[config.mk]
export PLATFORM = sky130hd
export DESIGN_NAME = isr_status_readback
export DESIGN_NICKNAME = d
export VERILOG_FILES = /design/src/isr_pkg.sv /design/src/isr_status_readback.sv
export SDC_FILE = /design/constraint.sdc
export NUM_CORES = 1
export LEC_CHECK = 0
export ABC_AREA = 1
export ABC_CLOCK_PERIOD_IN_PS = 9830
export BUFFER_PORTS_ARGS = -buffer_cell sky130_fd_sc_hd__buf_2
export CAP_MARGIN = 20
export CORE_ASPECT_RATIO = 1.1
export CORE_MARGIN = 2
export CORE_UTILIZATION = 45
export CTS_CLUSTER_SIZE = 12
export DETAILED_ROUTE_END_ITERATION = 12
export PLACE_DENSITY = 0.68
export SLEW_MARGIN = 20
export SYNTH_ARGS = -nofsm -noshare
export SYNTH_HDL_FRONTEND = slang
export SYNTH_SLANG_ARGS = --single-unit
[constraint.sdc]
create_clock -name i_clock -period 9.83 [get_ports i_clock]
set_input_delay 0.4915 -clock i_clock [delete_from_list [all_inputs] [get_ports i_clock]]
set_output_delay 0.4915 -clock i_clock [all_outputs]
set_load 0.005 [all_outputs]
[src/isr_pkg.sv]
package isr_pkg;

  // query kinds as decoded by the command parser upstream
  typedef enum logic [1:0] {
    ISR_Q_ANALOG  = 2'h0,
    ISR_Q_CURRENT = 2'h1,
    ISR_Q_DIST    = 2'h2,
    ISR_Q_ENC     = 2'h3
  } isr_query_kind_type;

  typedef struct packed {
    isr_query_kind_type kind;
    logic has_param;
    logic [3:0] param;
  } isr_query_type;

  typedef struct packed {
    logic [15:0] analog_cmd;
    logic [15:0] analog_in1;
    logic [15:0] analog_in2;
    logic [15:0] analog_exp;
  } isr_analog_type;

  typedef struct packed {
    logic [15:0] run_current;
    logic [15:0] accel_current;
    logic [15:0] idle_current;
  } isr_step_current_type;

  // analog query selectors
  localparam logic [3:0] ISR_AQ_CMD = 4'h0;
  localparam logic [3:0] ISR_AQ_IN1 = 4'h1;
  localparam logic [3:0] ISR_AQ_IN2 = 4'h2;
  localparam logic [3:0] ISR_AQ_EXP = 4'h3;

  // internal data register access codes (decimal codes held in binary)
  localparam logic [7:0] ISR_RC_ANALOG_CMD = 8'h31;
  localparam logic [7:0] ISR_RC_CURRENT = 8'h33;
  localparam logic [7:0] ISR_RC_DIST = 8'h34;
  localparam logic [7:0] ISR_RC_ENC = 8'h35;
  localparam logic [7:0] ISR_RC_ANALOG_IN1 = 8'h3a;
  localparam logic [7:0] ISR_RC_ANALOG_IN2 = 8'h3b;

  // reply characters
  localparam logic [7:0] ISR_CH_LEAD = 8'h49;
  localparam logic [7:0] ISR_CH_ANALOG = 8'h41;
  localparam logic [7:0] ISR_CH_CURRENT = 8'h43;
  localparam logic [7:0] ISR_CH_DIST = 8'h44;
  localparam logic [7:0] ISR_CH_ENC = 8'h45;
  localparam logic [7:0] ISR_CH_EQUALS = 8'h3d;
  localparam logic [7:0] ISR_CH_MINUS = 8'h2d;
  localparam logic [7:0] ISR_CH_CR = 8'h0d;
  localparam logic [7:0] ISR_CH_ZERO = 8'h30;
  localparam logic [7:0] ISR_CH_ALPHA = 8'h37;

  // hex field widths in nibbles; short shift in bits, top decimal power, last name char index
  localparam logic [3:0] ISR_NIB_SHORT = 4'h4;
  localparam logic [3:0] ISR_NIB_LONG = 4'h8;
  localparam int ISR_SHORT_SHIFT = 16;
  localparam logic [3:0] ISR_DEC_TOP = 4'h9;
  localparam logic [1:0] ISR_NAME_LAST = 2'h2;

endpackage

[src/isr_status_readback.sv]
`timescale 1ns/100ps
`default_nettype none

// Contract
// - param none or 0 returns scaled analog command
// - params 1,2,3 return raw analog inputs
// - analog reply follows hex or decimal format
// - hex analog reply is exactly four digits
// - decimal reply drops leading zeros, variable length
// - servo current is signed commanded rms current
// - stepper current: run/accel moving, idle stopped
// - first variant: distance of last completed move
// - other variants: track, hold, clear on start
// - encoder query returns signed encoder position
// - analog values readable at codes 049,058,059
// - reset selects hexadecimal reply format
// - queries answered at once, not queued
module isr_status_readback #(
  parameter bit SERVO_DRIVE = 1'b1,
  parameter bit LAST_MOVE_ONLY = 1'b0,
  parameter bit HAS_EXPANDED = 1'b1
) (
  input wire logic i_clock,
  input wire logic i_reset,
  input wire logic i_query_valid,
  input wire isr_pkg::isr_query_type i_query,
  output logic o_query_ready,
  output logic o_query_reject,
  input wire logic i_format_valid,
  input wire logic i_format_decimal,
  output logic o_format_decimal,
  output logic o_tx_valid,
  output logic [7:0] o_tx_data,
  input wire logic i_tx_ready,
  input wire isr_pkg::isr_analog_type i_analog,
  input wire logic [15:0] i_servo_current,
  input wire isr_pkg::isr_step_current_type i_step_current,
  input wire logic i_moving,
  input wire logic i_accelerating,
  input wire logic i_move_start,
  input wire logic [31:0] i_move_progress,
  input wire logic [31:0] i_encoder_pos,
  input wire logic i_reg_read,
  input wire logic [7:0] i_reg_code,
  output logic [31:0] o_reg_data,
  output logic o_reg_hit
);
  import isr_pkg::*;

  typedef enum logic [5:0] {
    ST_IDLE = 6'b000001,
    ST_NAME = 6'b000010,
    ST_SIGN = 6'b000100,
    ST_HEX = 6'b001000,
    ST_DIV = 6'b010000,
    ST_DIG = 6'b100000
  } isr_state_type;

  function automatic logic [7:0] hex_char(input logic [3:0] nib);
    hex_char = (nib < 4'ha) ? ISR_CH_ZERO + {4'h0, nib} : ISR_CH_ALPHA + {4'h0, nib};
  endfunction

  function automatic logic [31:0] pow10(input logic [3:0] p);
    case (p)
      4'h0: pow10 = 32'h0000_0001;
      4'h1: pow10 = 32'h0000_000a;
      4'h2: pow10 = 32'h0000_0064;
      4'h3: pow10 = 32'h0000_03e8;
      4'h4: pow10 = 32'h0000_2710;
      4'h5: pow10 = 32'h0001_86a0;
      4'h6: pow10 = 32'h000f_4240;
      4'h7: pow10 = 32'h0098_9680;
      4'h8: pow10 = 32'h05f5_e100;
      default: pow10 = 32'h3b9a_ca00;
    endcase
  endfunction

  isr_state_type state_r;
  logic fmt_dec_r;
  logic [31:0] dist_r;
  logic [31:0] val_r;
  logic [3:0] cnt_r;
  logic [3:0] digit_r;
  logic started_r;
  logic [1:0] name_r;
  logic [7:0] letter_r;
  logic [7:0] chr_r;
  logic reject_r;
  logic [31:0] reg_data_r;
  logic reg_hit_r;

  // reply format: hex after reset, decimal only once selected
  always_ff @(posedge i_clock or posedge i_reset) begin
    if (i_reset) begin
      fmt_dec_r <= 1'b0;
    end else if (i_format_valid) begin
      fmt_dec_r <= i_format_decimal;
    end
  end

  // move distance: first variant latches at end of move only
  logic dist_track_r;
  wire move_end = !i_moving && dist_track_r;
  always_ff @(posedge i_clock or posedge i_reset) begin
    if (i_reset) begin
      dist_r <= 32'h0000_0000;
      dist_track_r <= 1'b0;
    end else begin
      dist_track_r <= i_moving;
      if (LAST_MOVE_ONLY) begin
        if (move_end) begin
          dist_r <= i_move_progress;
        end
      end else if (i_move_start) begin
        dist_r <= 32'h0000_0000;
      end else if (i_moving) begin
        dist_r <= i_move_progress;
      end
    end
  end

  // stepper phase current follows motion state
  wire [15:0] step_cur = !i_moving ? i_step_current.idle_current :
    (i_accelerating ? i_step_current.accel_current : i_step_current.run_current);
  wire [15:0] cur_val = SERVO_DRIVE ? i_servo_current : step_cur;

  wire [3:0] a_sel = i_query.has_param ? i_query.param : ISR_AQ_CMD;
  wire a_ok = (a_sel <= ISR_AQ_IN2) || (a_sel == ISR_AQ_EXP && HAS_EXPANDED);
  wire [15:0] a_val = (a_sel == ISR_AQ_IN1) ? i_analog.analog_in1 :
    (a_sel == ISR_AQ_IN2) ? i_analog.analog_in2 :
    (a_sel == ISR_AQ_EXP) ? i_analog.analog_exp :
    i_analog.analog_cmd;

  wire is_analog = i_query.kind == ISR_Q_ANALOG;
  wire is_short = is_analog || i_query.kind == ISR_Q_CURRENT;
  wire [15:0] short_val = is_analog ? a_val : cur_val;
  wire [31:0] long_val = (i_query.kind == ISR_Q_DIST) ? dist_r : i_encoder_pos;
  // analog values are unsigned; current, distance, encoder are signed
  wire q_neg = is_short ? (!is_analog && short_val[15]) : long_val[31];
  wire [31:0] q_ext = is_short ? {{16{short_val[15] & !is_analog}}, short_val} : long_val;
  wire [31:0] q_mag = q_neg ? (32'h0000_0000 - q_ext) : q_ext;
  wire [31:0] q_hex = is_short ? {short_val, 16'h0000} : long_val;
  wire [7:0] q_letter = is_analog ? ISR_CH_ANALOG :
    (i_query.kind == ISR_Q_CURRENT) ? ISR_CH_CURRENT :
    (i_query.kind == ISR_Q_DIST) ? ISR_CH_DIST : ISR_CH_ENC;

  wire q_take = i_query_valid && state_r == ST_IDLE;
  wire tx_step = o_tx_valid && i_tx_ready;
  wire [31:0] cur_pow = pow10(cnt_r);
  wire div_more = val_r >= cur_pow;
  wire div_emit = digit_r != 4'h0 || started_r || cnt_r == 4'h0;

  // next hex digit of the value field, shared by the name and hex states
  wire [7:0] first_hex = hex_char(val_r[31:28]);

  isr_state_type state_nxt;
  logic [7:0] chr_nxt;
  always_comb begin
    state_nxt = state_r;
    chr_nxt = chr_r;
    case (state_r)
      ST_IDLE: begin
        if (q_take && !(is_analog && !a_ok)) begin
          state_nxt = ST_NAME;
          chr_nxt = ISR_CH_LEAD;
        end
      end
      ST_NAME: begin
        if (tx_step) begin
          if (name_r == 2'h0) begin
            chr_nxt = letter_r;
          end else if (name_r == 2'h1) begin
            chr_nxt = ISR_CH_EQUALS;
          end else if (!fmt_dec_r) begin
            state_nxt = ST_HEX;
            chr_nxt = first_hex;
          end else if (started_r) begin
            state_nxt = ST_SIGN;
            chr_nxt = ISR_CH_MINUS;
          end else begin
            state_nxt = ST_DIV;
          end
        end
      end
      ST_SIGN: begin
        if (tx_step) begin
          state_nxt = ST_DIV;
        end
      end
      ST_HEX: begin
        if (tx_step) begin
          // cnt_r counts digits still to follow; wraps to 4'hf while the terminator shows
          chr_nxt = (cnt_r == 4'h0) ? ISR_CH_CR : first_hex;
          if (cnt_r == 4'hf) begin
            state_nxt = ST_IDLE;
          end
        end
      end
      ST_DIV: begin
        if (!div_more && div_emit) begin
          state_nxt = ST_DIG;
          chr_nxt = ISR_CH_ZERO + {4'h0, digit_r};
        end
      end
      ST_DIG: begin
        if (tx_step) begin
          if (digit_r == 4'hf) begin
            state_nxt = ST_IDLE;
          end else if (cnt_r == 4'h0) begin
            chr_nxt = ISR_CH_CR;
          end else begin
            state_nxt = ST_DIV;
          end
        end
      end
      default: begin
        state_nxt = ST_IDLE;
      end
    endcase
  end

  // datapath: started_r doubles as the sign flag until digits start
  always_ff @(posedge i_clock or posedge i_reset) begin
    if (i_reset) begin
      state_r <= ST_IDLE;
      chr_r <= 8'h00;
      val_r <= 32'h0000_0000;
      cnt_r <= 4'h0;
      digit_r <= 4'h0;
      started_r <= 1'b0;
      name_r <= 2'h0;
      letter_r <= 8'h00;
    end else begin
      state_r <= state_nxt;
      chr_r <= chr_nxt;
      case (state_r)
        ST_IDLE: begin
          name_r <= 2'h0;
          digit_r <= 4'h0;
          letter_r <= q_letter;
          val_r <= fmt_dec_r ? q_mag : q_hex;
          started_r <= fmt_dec_r && q_neg;
          cnt_r <= fmt_dec_r ? ISR_DEC_TOP : (is_short ? ISR_NIB_SHORT : ISR_NIB_LONG);
        end
        ST_NAME: begin
          if (tx_step) begin
            name_r <= name_r + 2'h1;
            if (name_r == ISR_NAME_LAST && !fmt_dec_r) begin
              val_r <= {val_r[27:0], 4'h0};
              cnt_r <= cnt_r - 4'h1;
            end
            if (name_r == ISR_NAME_LAST && fmt_dec_r) begin
              started_r <= 1'b0;
            end
          end
        end
        ST_SIGN: begin
          // the digit position must survive the sign character
          cnt_r <= cnt_r;
        end
        ST_HEX: begin
          if (tx_step) begin
            val_r <= {val_r[27:0], 4'h0};
            cnt_r <= cnt_r - 4'h1;
          end
        end
        ST_DIV: begin
          if (div_more) begin
            val_r <= val_r - cur_pow;
            digit_r <= digit_r + 4'h1;
          end else if (div_emit) begin
            started_r <= 1'b1;
          end else begin
            cnt_r <= cnt_r - 4'h1;
          end
        end
        ST_DIG: begin
          if (tx_step) begin
            // 4'hf marks the terminator already being shown
            if (cnt_r == 4'h0) begin
              digit_r <= 4'hf;
            end else begin
              digit_r <= 4'h0;
              cnt_r <= cnt_r - 4'h1;
            end
          end
        end
        default: begin
          cnt_r <= 4'h0;
        end
      endcase
    end
  end

  // out-of-range analog selector is refused without a reply
  always_ff @(posedge i_clock or posedge i_reset) begin
    if (i_reset) begin
      reject_r <= 1'b0;
    end else begin
      reject_r <= q_take && is_analog && !a_ok;
    end
  end

  wire [31:0] reg_sel = (i_reg_code == ISR_RC_ANALOG_CMD) ? {16'h0000, i_analog.analog_cmd} :
    (i_reg_code == ISR_RC_ANALOG_IN1) ? {16'h0000, i_analog.analog_in1} :
    (i_reg_code == ISR_RC_ANALOG_IN2) ? {16'h0000, i_analog.analog_in2} :
    (i_reg_code == ISR_RC_CURRENT) ? {{16{cur_val[15]}}, cur_val} :
    (i_reg_code == ISR_RC_DIST) ? dist_r :
    (i_reg_code == ISR_RC_ENC) ? i_encoder_pos : 32'h0000_0000;
  wire reg_known = i_reg_code == ISR_RC_ANALOG_CMD || i_reg_code == ISR_RC_ANALOG_IN1 ||
    i_reg_code == ISR_RC_ANALOG_IN2 || i_reg_code == ISR_RC_CURRENT ||
    i_reg_code == ISR_RC_DIST || i_reg_code == ISR_RC_ENC;

  always_ff @(posedge i_clock or posedge i_reset) begin
    if (i_reset) begin
      reg_data_r <= 32'h0000_0000;
      reg_hit_r <= 1'b0;
    end else begin
      reg_hit_r <= i_reg_read && reg_known;
      if (i_reg_read) begin
        reg_data_r <= reg_sel;
      end
    end
  end

  assign o_query_ready = state_r == ST_IDLE;
  assign o_query_reject = reject_r;
  assign o_format_decimal = fmt_dec_r;
  assign o_tx_valid = state_r == ST_NAME || state_r == ST_SIGN || state_r == ST_HEX ||
    state_r == ST_DIG;
  assign o_tx_data = chr_r;
  assign o_reg_data = reg_data_r;
  assign o_reg_hit = reg_hit_r;

endmodule

`default_nettype wire

==> impl_metrics.py <==
metrics = {
    "run_status": {
        "status": "finished clean",
    },
    "power_and_ir_drop": {
        "peakVddDrop_v": 0.000151,
        "intPower_uw": 1680,
        "seqPwrFrac_pct": 22.1,
        "total_power_uw": 3440,
        "swShare_pct": 51.0,
        "p_sw_uw": 1750,
        "p_leak_uw": 0.00702,
        "powerDensity_nw_per_um2": 253,
        "pwr-share-clk_pct": 20.2,
        "combinationalPowerShare_pct": 57.8,
    },
    "worst_setup_path": {
        "cp.arrival_ns": 4.64,
        "worstPathRequired_ns": 10.13,
        "rrSetupSlack_ns": 5.49,
        "criticalPathCategory": "register to register",
        "critPathLaunchType": "register",
        "cp_max_fo": 14,
        "worstSetupEndpointType": "register",
    },
    "routing": {
        "first_iter_violations": 1131,
        "dr.pass1.iters": 6,
        "drcViolationCount": 0,
        "vias_per_cell": 5.65,
        "finalWirelength_mm": 44.2,
        "via_count": 13500,
        "detail_route.wl_per_cell_um": 18.5,
        "ant_nets": 0,
    },
    "place": {
        "place_congestion": 0.973,
        "portBuffers": 211,
        "hpwlAfterDp_mm": 33.7,
        "placed_cells": 2348,
    },
    "floorplanning": {
        "fp.coreArea_um2": 25400,
        "die_area_um2": 27300,
        "std_cell_rows": 61,
        "initial_utilization_pct": 46.1,
        "die_x_um": 158,
        "die_y_um": 173,
        "pin_count": 262,
    },
    "grt": {
        "grtUsageTotal_pct": 32.4,
        "grt-ovfl-total": 0,
        "grt_max_degree": 66,
        "grt_pass1_wl_mm": 69.4,
        "antenna_found_initial": 7,
        "grt_pass1_vias": 12700,
    },
    "logic_synthesis": {
        "synthAdderAreaFrac_pct": 5.09,
        "async_flop_share_pct": 100,
        "syn_inst": 1849,
        "synthFlopType": "dfrtp_1",
        "synthDistinctLibCells": 62,
        "syn_avg_cell_area_um2": 6.33,
        "synth.most_common_cell": "nand2_1",
        "synth_top_family_by_area": "simple AND/OR/NAND/NOR gates",
        "syn_area_um2": 11700,
        "synth_top_cell_area_share_pct": 26.9,
        "synth-edff-count": 0,
        "synth-warning-count": 0,
        "synth-xor-area-share_pct": 1.12,
        "yosys.area_share.simple_pct": 31.8,
        "synth_compound_gate_area_share_pct": 23.5,
        "synthTopCellsByArea": "dfrtp_1 27%, nand2_1 16%, o21ai_0 8.3%",
        "muxShareOfSynthArea_pct": 0,
        "synth_seq_area_share_pct": 27.2,
        "syn-num-nets": 2113,
        "synth_top_area_cell": "dfrtp_1",
        "ys_seq_elements": 127,
        "yosys-top-cells-count": "484 x nand2_1, 241 x inv_1, 195 x o21ai_0",
    },
    "timing": {
        "tns_ns": 0,
        "fin_crit_sh_pct": 44.2,
        "finClkSkew_ns": 0.0118,
        "fin_crit_ns": 4.34,
        "slew_violations": 0,
        "fmax_mhz": 230,
        "max_slew_margin_pct": 28.4,
        "rsz0062_at_grt": "no",
        "max_slew.worst_pin.slew_ns": 1.07,
        "setup_viol": 0,
        "finalHoldViolations": 0,
    },
    "clock_network": {
        "root_buffer": "clkbuf_16",
        "clk_pin_slew_worst_paths_ns": 0.06,
        "tritoncts": "yes",
        "post_cts_buffers": 0,
        "numClockSinks": 127,
        "clk_latency_ns": 0.45,
        "postCtsHoldBufs": 0,
        "clk_path_buf_depth": 2,
        "cts_resized": 0,
        "cts_max_level": 4,
        "cts_made_buffers": 17,
    },
    "job": {
        "maxCapViolations": 0,
    },
    "worst_hold_path": {
        "hold_class": "primary input to async pin",
    },
    "layout": {
        "finalNonFillerCells": 2384,
        "nets": 2285,
        "syn2layout_area_growth_pct": 16.2,
        "final_layout_size_suffix_gt1_share_pct": 16.0,
    },
}
==> power groups by stage <==
stage	registers, µW	clock network [µW]	logic (µW)
after floorplan	726	0	1450
after global placement	764	0	1930
after detailed placement	767	0	1950
after CTS	758	695	1960
after global routing	773	722	2230
final	759	693	1990
==> metrics by stage <==
stage | setup slack, ns | hold slack [ns] | cell area [µm²] | utilization (%)
final | 5.49 | 0.207 | 13600 | 53.5
after global routing | 5.03 | 0.282 | 13600 | 53.5
after CTS | 5.52 | 0.241 | 13600 | 53.4
after detailed placement | 5.38 | 0.457 | 13000 | 51.0
after global placement | 5.36 | 0.461 | 13000 | 51.0
after floorplan | 5.96 | 0.440 | 11700 | -
==> worst max-delay path, cell delays in order, from the launching register on <==
cell and delay, ns:
dfrtp_1 0.47, inv_1 0.18, ha_1 0.25, ha_1 0.19, inv_1 0.07, nor2_1 0.18, ha_1 0.18, inv_1 0.05
fa_1 0.40, nand3_1 0.11, nand3_1 0.10, nand2_1 0.09, nand2_1 0.07, a21oi_2 0.17, o21ai_2 0.10, a21oi_1 0.19
o21ai_1 0.18, nand2_1 0.11, nand3_1 0.19, o21ai_1 0.37, nand2_1 0.33, nand2_1 0.13, o21ai_0 0.09
==> cells by family (layout without fill, tap and decap cells) <==
family	count (synthesis)	in the layout
buffers and inverters	325	510
xor gates and xnor gates	15	15
adders and majority gates	47	47
DFF	127	127
and+or+nand+nor	852	852
other	1	5
AOI/OAI and AO/OA	482	482
==> layout make-up <==
class	instances	area, µm²
flip-flops and latches	127	3180
diodes	4	10.0
repair buffers	225	1160
clock buffers	19	443
inverters	253	953
fillers	2652	11800
well taps	346	433
multi-input cells	1397	7240
clock inverters	13	178
==> layout by cell type (no fill, tap or decap), types with 16 or more instances in the layout <==
master | Yosys | final
nor2_1 | 138 | 138
a221oi_1 | 20 | 20
nand3_1 | 128 | 128
nor3_1 | 19 | 16
ha_1 | 46 | 46
clkbuf_16 | 0 | 17
o21ai_1 | 27 | 27
o21ai_0 | 195 | 195
a21oi_1 | 136 | 136
inv_1 | 241 | 240
o22ai_1 | 27 | 27
dfrtp_1 | 126 | 126
buf_2 | 12 | 211
nand2_1 | 484 | 484
==> worst paths after layout <==
check	end	cells after the start	from
worst max-delay path	o_tx_data[5]	22	cnt_r[0]
worst min-delay path	o_format_decimal	2	i_reset
worst max register to register	o_tx_data[5]	22	cnt_r[0]
worst min register to register	o_reg_data[18]	2	o_reg_data[18]
max in group asynchronous	dist_r[17]	3	i_reset
min in group i_clock	o_format_decimal	3	i_format_decimal
==> registers in the layout, summed over array words and instances (netlist names) <==
| signal | cells |
|---|---|
| o_reg_hit | 1 |
| o_tx_data | 7 |
| o_format_decimal | 1 |
| letter_r | 4 |
| val_r | 32 |
| state_r | 6 |
| name_r | 2 |
| digit_r | 4 |
| o_query_reject | 1 |
| o_reg_data | 32 |
| dist_r | 32 |
| cnt_r | 4 |
| started_r | 1 |
==> routing by layer <==
metal,track usage [%],vias up,share of wire (%)
met4,12.6,4,3.9
met5,0,-,0.050
li1,-,6533,-
met3,5.26,99,7.9
met2,51.8,629,46
met1,43.6,6196,42
No activity file was read; power rests on OpenSTA's default activity.
